`src/dpg_cfg.svh`:
```
// Register offsets, field positions, reset values and fixed codes of the PLL, gain and offset bank
`ifndef DPG_CFG_SVH
`define DPG_CFG_SVH

// ****************************************
// Register offsets
// ****************************************
`define DPG_ADDR_PLL_CONTROL       8'h04
`define DPG_ADDR_I_FINE_GAIN       8'h05
`define DPG_ADDR_I_COARSE_GAIN     8'h06
`define DPG_ADDR_I_OFFSET_HIGH     8'h07
`define DPG_ADDR_I_OFFSET_LOW_DIR  8'h08
`define DPG_ADDR_Q_FINE_GAIN       8'h09
`define DPG_ADDR_Q_COARSE_GAIN     8'h0a
`define DPG_ADDR_Q_OFFSET_HIGH     8'h0b
`define DPG_ADDR_Q_OFFSET_LOW_DIR  8'h0c
`define DPG_ADDR_REVISION_ID       8'h0d

// ****************************************
// Field positions
// ****************************************
`define DPG_PLL_ENABLE_BIT   7
`define DPG_PUMP_MODE_BIT    6
`define DPG_PUMP_SET_MSB     2
`define DPG_DIR_BIT          7
`define DPG_COARSE_MSB       3

// ****************************************
// Reset values
// ****************************************
`define DPG_RST_BYTE         8'h00
// Arbitrary neutral revision value
`define DPG_REVISION_VALUE   8'h01

// ****************************************
// Charge pump bias codes and currents in microamps
// ****************************************
`define DPG_PUMP_UA_000      10'h032
`define DPG_PUMP_UA_001      10'h064
`define DPG_PUMP_UA_010      10'h0c8
`define DPG_PUMP_UA_011      10'h190
`define DPG_PUMP_UA_111      10'h320
`define DPG_PUMP_UA_NONE     10'h000

`endif

```
`src/dpg_pkg.sv`:
```
// Types shared by the PLL, gain and offset register bank
package dpg_pkg;
  typedef logic [7:0] dpg_byte_t;
  typedef logic [9:0] dpg_offset_t;
  typedef logic [9:0] dpg_bias_ua_t;
endpackage

```
`src/dpg_regs.sv`:
```
// PLL control, channel gain and offset configuration registers at 0x04 to 0x0d
// Functional notes
// - The PLL is enabled only while bit 7 of the PLL control register is 1, and reset leaves it off.
// - Each channel offset magnitude is 10 bits, bits 9..2 from the high register, bits 1..0 from the next.
// - Bit 7 of each second offset register steers the offset to the first terminal at 0, complementary at 1.
// - Reset loads every field with its default, so the PLL is off, the pump automatic and offset on the first terminal.
// - Fine gain at 0x05 and 0x09 is an 8-bit unsigned value with bit 7 as its MSB.
// - Coarse gain at 0x06 and 0x0a is a 4-bit unsigned value in bits 3..0.
// - In programmable mode pump codes 000,001,010,011,111 map to 50,100,200,400,800 microamps.
`timescale 1ns/1ps
`include "dpg_cfg.svh"

module dpg_regs (
  input  wire logic               clk_sys,
  input  wire logic               rst,
  input  wire logic               reg_wr_en,
  input  wire logic               reg_rd_en,
  input  wire dpg_pkg::dpg_byte_t reg_addr,
  input  wire dpg_pkg::dpg_byte_t reg_wr_data,
  output dpg_pkg::dpg_byte_t      reg_rd_data,
  output logic                    reg_hit,
  output logic                    pll_enable,
  output logic                    pump_manual,
  output logic [2:0]              pump_setting,
  output dpg_pkg::dpg_bias_ua_t   pump_bias_ua,
  output dpg_pkg::dpg_byte_t      in_phase_converter_fine_gain,
  output logic [3:0]              in_phase_converter_coarse_gain,
  output dpg_pkg::dpg_offset_t    in_phase_converter_offset_current,
  output logic                    in_phase_converter_offset_on_complementary,
  output dpg_pkg::dpg_byte_t      quadrature_converter_fine_gain,
  output logic [3:0]              quadrature_converter_coarse_gain,
  output dpg_pkg::dpg_offset_t    quadrature_converter_offset_current,
  output logic                    quadrature_converter_offset_on_complementary
);
  import dpg_pkg::*;

  // ****************************************
  // Storage
  // ****************************************
  dpg_byte_t pll_control_q;
  dpg_byte_t i_fine_q;
  dpg_byte_t i_coarse_q;
  dpg_byte_t i_off_hi_q;
  dpg_byte_t i_off_lo_q;
  dpg_byte_t q_fine_q;
  dpg_byte_t q_coarse_q;
  dpg_byte_t q_off_hi_q;
  dpg_byte_t q_off_lo_q;
  dpg_byte_t rd_data_q;

  // ****************************************
  // Helpers
  // ****************************************
  function automatic logic wr_hit(input logic en, input dpg_byte_t a, input dpg_byte_t target);
    wr_hit = en && (a == target);
  endfunction

  function automatic dpg_offset_t offset_join(input dpg_byte_t hi, input dpg_byte_t lo);
    offset_join = {hi, lo[1:0]};
  endfunction

  function automatic logic addr_mapped(input dpg_byte_t a);
    addr_mapped = (a >= `DPG_ADDR_PLL_CONTROL) && (a <= `DPG_ADDR_REVISION_ID);
  endfunction

  // ****************************************
  // Register writes
  // ****************************************
  always_ff @(posedge clk_sys) begin
    if (rst) begin
      pll_control_q <= `DPG_RST_BYTE;
    end else if (wr_hit(reg_wr_en, reg_addr, `DPG_ADDR_PLL_CONTROL)) begin
      pll_control_q <= reg_wr_data;
    end
  end

  // Full bytes are stored so unused bits read back as written, like any scratch bit
  always_ff @(posedge clk_sys) begin
    if (rst) begin
      i_fine_q   <= `DPG_RST_BYTE;
      i_coarse_q <= `DPG_RST_BYTE;
      i_off_hi_q <= `DPG_RST_BYTE;
      i_off_lo_q <= `DPG_RST_BYTE;
    end else begin
      if (wr_hit(reg_wr_en, reg_addr, `DPG_ADDR_I_FINE_GAIN)) begin
        i_fine_q <= reg_wr_data;
      end
      if (wr_hit(reg_wr_en, reg_addr, `DPG_ADDR_I_COARSE_GAIN)) begin
        i_coarse_q <= reg_wr_data;
      end
      if (wr_hit(reg_wr_en, reg_addr, `DPG_ADDR_I_OFFSET_HIGH)) begin
        i_off_hi_q <= reg_wr_data;
      end
      if (wr_hit(reg_wr_en, reg_addr, `DPG_ADDR_I_OFFSET_LOW_DIR)) begin
        i_off_lo_q <= reg_wr_data;
      end
    end
  end

  always_ff @(posedge clk_sys) begin
    if (rst) begin
      q_fine_q   <= `DPG_RST_BYTE;
      q_coarse_q <= `DPG_RST_BYTE;
      q_off_hi_q <= `DPG_RST_BYTE;
      q_off_lo_q <= `DPG_RST_BYTE;
    end else begin
      if (wr_hit(reg_wr_en, reg_addr, `DPG_ADDR_Q_FINE_GAIN)) begin
        q_fine_q <= reg_wr_data;
      end
      if (wr_hit(reg_wr_en, reg_addr, `DPG_ADDR_Q_COARSE_GAIN)) begin
        q_coarse_q <= reg_wr_data;
      end
      if (wr_hit(reg_wr_en, reg_addr, `DPG_ADDR_Q_OFFSET_HIGH)) begin
        q_off_hi_q <= reg_wr_data;
      end
      if (wr_hit(reg_wr_en, reg_addr, `DPG_ADDR_Q_OFFSET_LOW_DIR)) begin
        q_off_lo_q <= reg_wr_data;
      end
    end
  end

  // ****************************************
  // Read port
  // ****************************************
  // Registered read data, one cycle after the strobe; the version address has no storage
  always_ff @(posedge clk_sys) begin
    if (rst) begin
      rd_data_q <= `DPG_RST_BYTE;
    end else if (reg_rd_en) begin
      unique case (reg_addr)
        `DPG_ADDR_PLL_CONTROL:      rd_data_q <= pll_control_q;
        `DPG_ADDR_I_FINE_GAIN:      rd_data_q <= i_fine_q;
        `DPG_ADDR_I_COARSE_GAIN:    rd_data_q <= i_coarse_q;
        `DPG_ADDR_I_OFFSET_HIGH:    rd_data_q <= i_off_hi_q;
        `DPG_ADDR_I_OFFSET_LOW_DIR: rd_data_q <= i_off_lo_q;
        `DPG_ADDR_Q_FINE_GAIN:      rd_data_q <= q_fine_q;
        `DPG_ADDR_Q_COARSE_GAIN:    rd_data_q <= q_coarse_q;
        `DPG_ADDR_Q_OFFSET_HIGH:    rd_data_q <= q_off_hi_q;
        `DPG_ADDR_Q_OFFSET_LOW_DIR: rd_data_q <= q_off_lo_q;
        `DPG_ADDR_REVISION_ID:      rd_data_q <= `DPG_REVISION_VALUE;
        default:                    rd_data_q <= `DPG_RST_BYTE;
      endcase
    end
  end

  assign reg_rd_data = rd_data_q;
  assign reg_hit     = addr_mapped(reg_addr);

  // ****************************************
  // Control outputs
  // ****************************************
  assign pll_enable   = pll_control_q[`DPG_PLL_ENABLE_BIT];
  assign pump_manual  = pll_control_q[`DPG_PUMP_MODE_BIT];
  assign pump_setting = pll_control_q[`DPG_PUMP_SET_MSB:0];

  // Undocumented codes give zero so the analog side falls back to its own default
  always_comb begin
    pump_bias_ua = `DPG_PUMP_UA_NONE;
    if (pump_manual) begin
      unique case (pump_setting)
        3'b000:  pump_bias_ua = `DPG_PUMP_UA_000;
        3'b001:  pump_bias_ua = `DPG_PUMP_UA_001;
        3'b010:  pump_bias_ua = `DPG_PUMP_UA_010;
        3'b011:  pump_bias_ua = `DPG_PUMP_UA_011;
        3'b111:  pump_bias_ua = `DPG_PUMP_UA_111;
        default: pump_bias_ua = `DPG_PUMP_UA_NONE;
      endcase
    end
  end

  assign in_phase_converter_fine_gain   = i_fine_q;
  assign quadrature_converter_fine_gain = q_fine_q;
  assign in_phase_converter_coarse_gain   = i_coarse_q[`DPG_COARSE_MSB:0];
  assign quadrature_converter_coarse_gain = q_coarse_q[`DPG_COARSE_MSB:0];
  assign in_phase_converter_offset_current   = offset_join(i_off_hi_q, i_off_lo_q);
  assign quadrature_converter_offset_current = offset_join(q_off_hi_q, q_off_lo_q);
  assign in_phase_converter_offset_on_complementary   = i_off_lo_q[`DPG_DIR_BIT];
  assign quadrature_converter_offset_on_complementary = q_off_lo_q[`DPG_DIR_BIT];
endmodule

```
`config.mk`:
```
export PLATFORM = sky130hd
export DESIGN_NAME = dpg_regs
export DESIGN_NICKNAME = d
export VERILOG_FILES = /design/src/dpg_pkg.sv /design/src/dpg_regs.sv
export VERILOG_INCLUDE_DIRS = /design/src
export SDC_FILE = /design/constraint.sdc
export NUM_CORES = 1
export LEC_CHECK = 0
export ABC_CLOCK_PERIOD_IN_PS = 2250
export BUFFER_PORTS_ARGS = -buffer_cell sky130_fd_sc_hd__clkbuf_2
export CAP_MARGIN = 25
export CORE_MARGIN = 3
export CORE_UTILIZATION = 35
export DETAILED_ROUTE_END_ITERATION = 8
export PLACE_DENSITY_LB_ADDON = 0.2
export SLEW_MARGIN = 20
export SYNTH_ARGS = -nofsm -noshare
export SYNTH_HDL_FRONTEND = slang
export SYNTH_SLANG_ARGS = --single-unit
export TNS_END_PERCENT = 5
```
`constraint.sdc`:
```
create_clock -name clk_sys -period 2.25 [get_ports clk_sys]
set_clock_uncertainty 0.2 [all_clocks]
set_input_delay 0.45 -clock clk_sys [delete_from_list [all_inputs] [get_ports clk_sys]]
set_output_delay 0.45 -clock clk_sys [all_outputs]
set_load 0.01 [all_outputs]
```
==> summary.md, run 1 <==
| Metric | Value |
|---|---|
| Tightest Hold Check Type | input pin to flop |
| DR vias | 3278 |
| Core Region | roughly 0.011 mm^2 |
| P_sw | 671 uW |
| Avg WL per Cell | 18.6 um |
| Post-CTS sizing | 0 |
| Status | finished clean |
| Comb pwr share | 6.9% |
| Fmax | 479 MHz |
| R2R cell count | 3 |
| # fillers | 1043 |
| Register area | ~0.0016 mm^2 |
| Global routing usage on met3 | roughly 4.0% |
| Worst r2r src | pll_control_q[6]$_SDFFE_PP0P_ |
| Number of synthesized flops with an enable pin | 0 |
| Cell internal pwr | roughly 2 mW |
| Top FF cell, synth | dfxtp_1 |
| Post-route DRC | 0 |
| Worst-margin pin slew | approximately 0.54 ns |
| Initial antenna violation count | 0 |
| Fin nets | a little over 500 |
| Yosys cell types | 50 |
| Final setup vio count | 0 |
| Net Sw Frac | roughly a quarter |
| Final Cycle Share | 92.7% |
| Seq/Total Area, Yosys | approximately two fifths |
| Final Critical Period | roughly 2.1 ns |
| Grt met2 use | about 27% |
| Leak | 2.31 nW |
| Vias in the first global route | 3191 |
| I/O Buffers | a little under 90 |
| Met1 Track Usage GR | between 20% and 30% |
| Placed inst area | roughly 0.0045 mm^2 |
| Hold Crit Endpoint | reg_rd_data[1]$_SDFFE_PP0P_ |
| Die area | about 0.012 mm^2 |
| Num CTS Buffers | 9 |
| Most frequent cells in the layout | clkbuf_2 (88), mux2i_1 (82), dfxtp_1 (80) |
| Async S/R FF share, synth | 0% |
| Clock tree buffer depth | 2 |
| Critical path arrival | around 1.4 ns |
| Pwr Density | about 570 mW/mm^2 |
| Max Cap Viol | 0 |
| Reg2reg end | reg_rd_data[6]$_SDFFE_PP0P_ |
| Crit Path Max Fanout | 14 |
| Antenna-violating nets left | 0 |
| Final instance area | 0.00468 mm^2 |
| Final Hold Violating Endpoints | 0 |
| Largest net degree at the start of global routing | 52 |
| Top-Level Pins | 90 |
| Postcts setup bufs | 0 |
| Total track usage | about a fifth |
| Relative slew slack | between 60% and 70% |
| Hold path cells | 4 |
| CP Capture Type | output pin |
| Cell count after synthesis | between 400 and 500 |
| Placed Instances | slightly above 600 |
| Total wire length | roughly 12 mm |
| GR peak layer | met2 |
| Total grt overflow | 0 |
| First-pass GRT wire length | around 18 mm |
| CTS clk-pin slew, worst paths | approximately 0.09 ns |
| Clk pwr share | 39.9% |
| Initial Util | a little under two fifths |
| H-tree depth | 3 |
| Area of the multi-input gates | between 0.002 and 0.0025 mm^2 |
| Slew Limit Fails | 0 |
| Post-Syn Area | between 0.003 and 0.004 mm^2 |
| CTS root buffer | clkbuf_8 |
| Setup TNS Final | 0 ns |
| Top cell type by total area after synthesis | dfxtp_1 |
| R2R Setup Slk | roughly 0.46 ns |
| Most common cell after layout, fill and taps aside | clkbuf_2 |
| Net count after synthesis | between 400 and 500 |
| Horiz. Die Dim | ~110 um |
| Syn. warnings | 0 |
| Post-DP HPWL | between 8 and 9 mm |
| Sink Count | 80 |
| Diodes inserted | 0 |
| Final Util | approximately 44% |
| Synth Register Bits | 80 |
| RSZ-0062 raised after global routing | no |
| Synth Area per Inst | ~9.6 um^2 |
| CTS tree | yes |
| Top cells by area, synth | dfxtp_1 (41%), mux2i_1 (21%), nor2_1 (7.6%) |
| Hold buffer count at CTS | 0 |
| Register share of total power | between 50% and 60% |
| Drt first-iter violations | roughly 210 |
| Post-synth top area share | 41.0% |
| Non-filler cells, final | 629 |
| Crit path kind | input pin to output pin |
| Layout cell share with drive strength beyond 1 | 31.4% |
| Hold path start | reg_rd_en |
| Cell Rows | 37 |
| CP Data Required Time | 1.60 ns |
| Area delta synth->final | 19.8% |
| Peak VDD IR | 262 uV |
| GP Congestion | between 0.8 and 0.9 |
| Worst-skew pair later-pin latency | around 0.35 ns |
| First-pass DRT Iterations | 4 |
| Post-DR vias/cell | 5.21 |
| Die H | between 100 and 150 um |
| Crit start category | input pin |
power groups by stage:
stage	Clock [mW]	Combinational, mW	Sequential (mW)
6_report	1.06	0.184	1.42
5_1_grt	1.14	0.197	1.42
4_1_cts	1.08	0.183	1.42
3_5_place_dp	0	0.182	1.45
3_3_place_gp	0	0.181	1.45
2_1_floorplan	0	0.107	1.45
registers in the layout (all words and copies together) (netlist names):
register,flops
q_off_hi_q,8
i_off_hi_q,8
i_off_lo_q,8
i_coarse_q,8
q_off_lo_q,8
q_coarse_q,8
pll_control_q,8
quadrature_converter_fine_gain,8
in_phase_converter_fine_gain,8
reg_rd_data,8
layout make-up:
| cell class | instances | area share, % |
|---|---|---|
| clock inverters | 5 | 1.23 |
| multi-input cells | 280 | 43.4 |
| well taps | 136 | 3.63 |
| repair buffers | 115 | 14.5 |
| inverters | 2 | 0.160 |
| clock buffers | 11 | 2.81 |
| flip-flops and latches | 80 | 34.2 |
kinds of logic after synthesis:
logic type / after synthesis / synth area share [%]
and+or+nand+nor: 141 / 19.1
muxes: 90 / 23.9
DFF: 80 / 41.0
buffers and inverters: 48 / 6.98
AOI/OAI and AO/OA: 47 / 8.74
xor gates and xnor gates: 1 / 0.224
other: 1 / 0.0959
per-stage QoR:
step	worst slack (ns)	hold slack (ns)	total power, mW
6_report	0.164	0.263	2.66
3_5_place_dp	-0.0582	0.254	1.63
3_3_place_gp	-0.0465	0.236	1.63
4_1_cts	0.183	0.264	2.68
5_1_grt	0.0987	0.290	2.76
2_1_floorplan	0.276	0.254	1.56
worst max-delay path, cell delays in order:
cell      delay (ns)
clkbuf_2        0.29
buf_4           0.25
nand3_1         0.07
o21ai_0         0.11
nor2_1          0.11
clkbuf_2        0.14
cells in the mapped netlist, drive strengths merged (4+ instances only):
cell,instances
and2,4
nand3,16
nor2,82
buf,27
nor3,5
a221oi,6
mux2,6
mux2i,82
a21oi,4
dfxtp,80
clkbuf,19
nor2b,7
o21ai,12
a22oi,9
nand2,18
metal layers:
layer	vias up	part of all wire, %
li1	1578	-
met1	1566	49
met2	114	43
met3	20	5.4
met4	0	2.1
met5	-	0
worst max-delay path by stage:
stage | to | startpoint | slack (ns)
after global routing | reg_hit | reg_addr[1] | 0.1
final | reg_hit | reg_addr[1] | 0.16
after global placement | q_off_hi_q[0]$_SDFFE_PP0P_ | reg_addr[6] | -0.05
after floorplan | i_off_hi_q[7]$_SDFFE_PP0P_ | reg_addr[6] | 0.28
after CTS | reg_hit | reg_addr[6] | 0.18
after detailed placement | q_off_hi_q[6]$_SDFFE_PP0P_ | reg_addr[6] | -0.06
Note: power is estimated with default switching activity, not from simulation.
==> run 2: changes to the inputs <==
- ABC_AREA: default -> 1
- CTS_CLUSTER_DIAMETER: default -> 100
==> summary.md, run 2 <==
| Metric | Value |
|---|---|
| Worst-skew pair later-pin latency | 0.34 ns (was 0.35 ns) |
| Syn. warnings | 0 (unchanged) |
| Clk pwr share | 46.1% (was 39.9%) |
| First-pass GRT wire length | 18.3 mm (about the same) |
| Post-synth top area share | 40.5% (was 41.0%) |
| Top-Level Pins | 90 (unchanged) |
| Yosys cell types | 24 (was 50) |
| Overall Power | 2.95 mW (was 2.66 mW) |
| Most common cell after layout, fill and taps aside | clkbuf_2 (unchanged) |
| Tightest Hold Check Type | input pin to flop (unchanged) |
| Hold path start | rst (was reg_rd_en) |
| Crit start category | flop (was input pin) |
| Hold path cells | 2 (was 4) |
| Total track usage | 18.8% (was 18.6%) |
| P_sw | 719 uW (was 671 uW) |
| R2R Setup Slk | 0.93 ns (was 0.46 ns) |
| Total wire length | 11.7 mm (about the same) |
| First-pass DRT Iterations | 5 (was 4) |
| Number of synthesized flops with an enable pin | 0 (unchanged) |
| CTS tree | yes (unchanged) |
| Reg2reg end | reg_rd_data[0]$_SDFFE_PP0P_ (was reg_rd_data[6]$_SDFFE_PP0P_) |
| Net count after synthesis | 576 (was 428) |
| Final Critical Period | 2.03 ns (was 2.09 ns) |
| Peak VDD IR | 291 uV (was 262 uV) |
| Comb pwr share | 5.7% (was 6.9%) |
| Avg WL per Cell | 15.3 um (was 18.6 um) |
| Async S/R FF share, synth | 0% (unchanged) |
| Final Cycle Share | 90.2% (was 92.7%) |
| Largest net degree at the start of global routing | 45 (was 52) |
| Top cells by area, synth | dfxtp_1 (40%), o21ai_0 (9.4%), a21oi_1 (8.6%) (was dfxtp_1 (41%), mux2i_1 (21%), nor2_1 (7.6%)) |
| Initial Util | 36.2% (was 36.9%) |
| Core Region | 0.0109 mm^2 (was 0.0106 mm^2) |
| H-tree depth | 3 (unchanged) |
| Pwr Density | 642 mW/mm^2 (was 568 mW/mm^2) |
| Hold_ws | 0.205 ns (was 0.263 ns) |
| Post-route DRC | 0 (unchanged) |
| I/O Buffers | 88 (unchanged) |
| Area delta synth->final | 16.3% (was 19.8%) |
| Post-DR vias/cell | 4.90 (was 5.21) |
| Num CTS Buffers | 9 (unchanged) |
| Initial antenna violation count | 0 (unchanged) |
| Sink Count | 80 (unchanged) |
| Worst setup startpoint | pll_control_q[0]$_SDFFE_PP0P_ (was reg_addr[1]) |
| Crit path kind | flop to output pin (was input pin to output pin) |
| Post-DP HPWL | 8.48 mm (was 8.36 mm) |
| Top-count cell post-synth | dfxtp_1 (was mux2i_1) |
| Leak | 1.88 nW (was 2.31 nW) |
| Fin nets | 640 (was 508) |
| Clock tree buffer depth | 2 (unchanged) |
| CP Data Required Time | 1.60 ns (about the same) |
| Diodes inserted | 0 (unchanged) |
| Max Cap Viol | 0 (unchanged) |
| Top FF cell, synth | dfxtp_1 (unchanged) |
| Die area | 0.0126 mm^2 (was 0.0125 mm^2) |
| Final instance area | 0.00460 mm^2 (was 0.00468 mm^2) |
| Total grt overflow | 0 (unchanged) |
| R2R cell count | 6 (was 3) |
| CTS root buffer | clkbuf_16 (was clkbuf_8) |
| Top cell type by total area after synthesis | dfxtp_1 (unchanged) |
| Synth Register Bits | 80 (unchanged) |
| Post-Syn Area | 0.00396 mm^2 (was 0.00391 mm^2) |
| Status | finished clean (unchanged) |
| Antenna-violating nets left | 0 (unchanged) |
| CP Capture Type | output pin (unchanged) |
| Critical path arrival | 1.38 ns (was 1.44 ns) |
| Final Hold Violating Endpoints | 0 (unchanged) |
| Hold Crit Endpoint | reg_rd_data[5]$_SDFFE_PP0P_ (was reg_rd_data[1]$_SDFFE_PP0P_) |
| Horiz. Die Dim | 112 um (about the same) |
| Worst r2r src | q_off_lo_q[0]$_SDFFE_PP0P_ (was pll_control_q[6]$_SDFFE_PP0P_) |
| Slew Limit Fails | 0 (unchanged) |
| DR vias | 3748 (was 3278) |
| RSZ-0062 raised after global routing | no (unchanged) |
| Layout cell share with drive strength beyond 1 | 21.9% (was 31.4%) |
| Post-CTS sizing | 0 (unchanged) |
| Net Sw Frac | 24.3% (was 25.2%) |
| Cell internal pwr | 2.23 mW (was 1.99 mW) |
| GP Congestion | 0.809 (was 0.834) |
| Cell Rows | 38 (was 37) |
| Vias in the first global route | 3409 (was 3191) |
| Seq/Total Area, Yosys | 40.5% (was 41.0%) |
| Top cells by instance count after synthesis | dfxtp_1 (80), inv_1 (75), o21ai_0 (74), a21oi_1 (68), nand3_1 (65) (was mux2i_1 (82), dfxtp_1 (80), nor2_1 (79), buf_4 (18), clkbuf_1 (18)) |
| Fmax | 493 MHz (was 479 MHz) |
| Setup TNS Final | 0 ns (unchanged) |
| # fillers | 1188 (was 1043) |
| Cell count after synthesis | 556 (was 408) |
| Register share of total power | 48.1% (was 53.2%) |
| Synth Area per Inst | 7.12 um^2 (was 9.58 um^2) |
| Hold buffer count at CTS | 0 (unchanged) |
| Placed inst area | 0.00432 mm^2 (was 0.00449 mm^2) |
| Most frequent cells in the layout | clkbuf_2 (88), dfxtp_1 (80), inv_1 (75) (was clkbuf_2 (88), mux2i_1 (82), dfxtp_1 (80)) |
| Die H | 112 um (about the same) |
| Final setup vio count | 0 (unchanged) |
| Final Util | 42.1% (was 44.2%) |
| Drt first-iter violations | 251 (was 213) |
| CTS clk-pin slew, worst paths | 0.06 ns (was 0.09 ns) |
| Postcts setup bufs | 0 (unchanged) |
| Crit Path Max Fanout | 7 (was 14) |
run 2: changes by cell type after synthesis, sizes merged, moves of 7 or more:
cell	delta
inv	+80
nor2b	-7
nor2	-12
o21ai	+70
clkbuf	-11
nand2	+38
nand3	+56
mux2i	-82
a22oi	-9
a21oi	+64
run 2: routing by layer:
| metal | vias up | share of wire [%] | track usage (%) |
|---|---|---|---|
| li1 | 1923 | - | - |
| met1 | 1712 | 48 | 26.1 |
| met2 | 100 | 45 | 29.0 |
| met3 | 13 | 5.5 | 4.74 |
| met4 | 0 | 1.5 | 5.29 |
| met5 | - | 0 | 0 |
run 2: critical path, stage by stage (launching register included):
cell,delay [ns]
dfxtp_1,0.46
nand2_1,0.18
a211oi_1,0.24
clkbuf_2,0.17
run 2: metrics by stage:
stage                     worst slack (ns)  std cells
after global placement               0.129        749
after detailed placement            0.0569        749
after floorplan                      0.338        556
final                                0.221        765
after global routing                 0.117        765
after CTS                            0.222        765
run 2: how the worst max path moves through the flow:
stage                     slack, ns                            end
after floorplan                0.34                        reg_hit
after global placement         0.13  pll_control_q[0]$_SDFFE_PP0P_
after detailed placement       0.06  pll_control_q[0]$_SDFFE_PP0P_
after CTS                      0.22                pump_bias_ua[5]
after global routing           0.12                pump_bias_ua[5]
final                          0.22                pump_bias_ua[5]
run 2: cell families after synthesis:
group           count (synthesis)  share of synthesized area (%)
buf+inv                       123                           15.2
compound gates                151                           19.2
other cells                     1                         0.0948
simple gates                  201                           25.1
flops                          80                           40.5
run 2: power groups by stage:
stage | sequential, mW | combinational, mW | clock, mW
after global placement | 1.45 | 0.167 | 0
after floorplan | 1.45 | 0.103 | 0
after CTS | 1.42 | 0.170 | 1.39
final | 1.42 | 0.170 | 1.36
after detailed placement | 1.45 | 0.170 | 0
after global routing | 1.42 | 0.189 | 1.45
run 2: final cells by class:
type / count / area [um^2] / area share, %
Multi-Input combinational cell: 353 / 1750 / 38.1
Clock buffer: 11 / 243 / 5.28
Inverter: 82 / 308 / 6.69
Tap cell: 140 / 175 / 3.81
Clock inverter: 5 / 32.5 / 0.707
Sequential cell: 80 / 1600 / 34.8
Timing Repair Buffer: 94 / 485 / 10.6
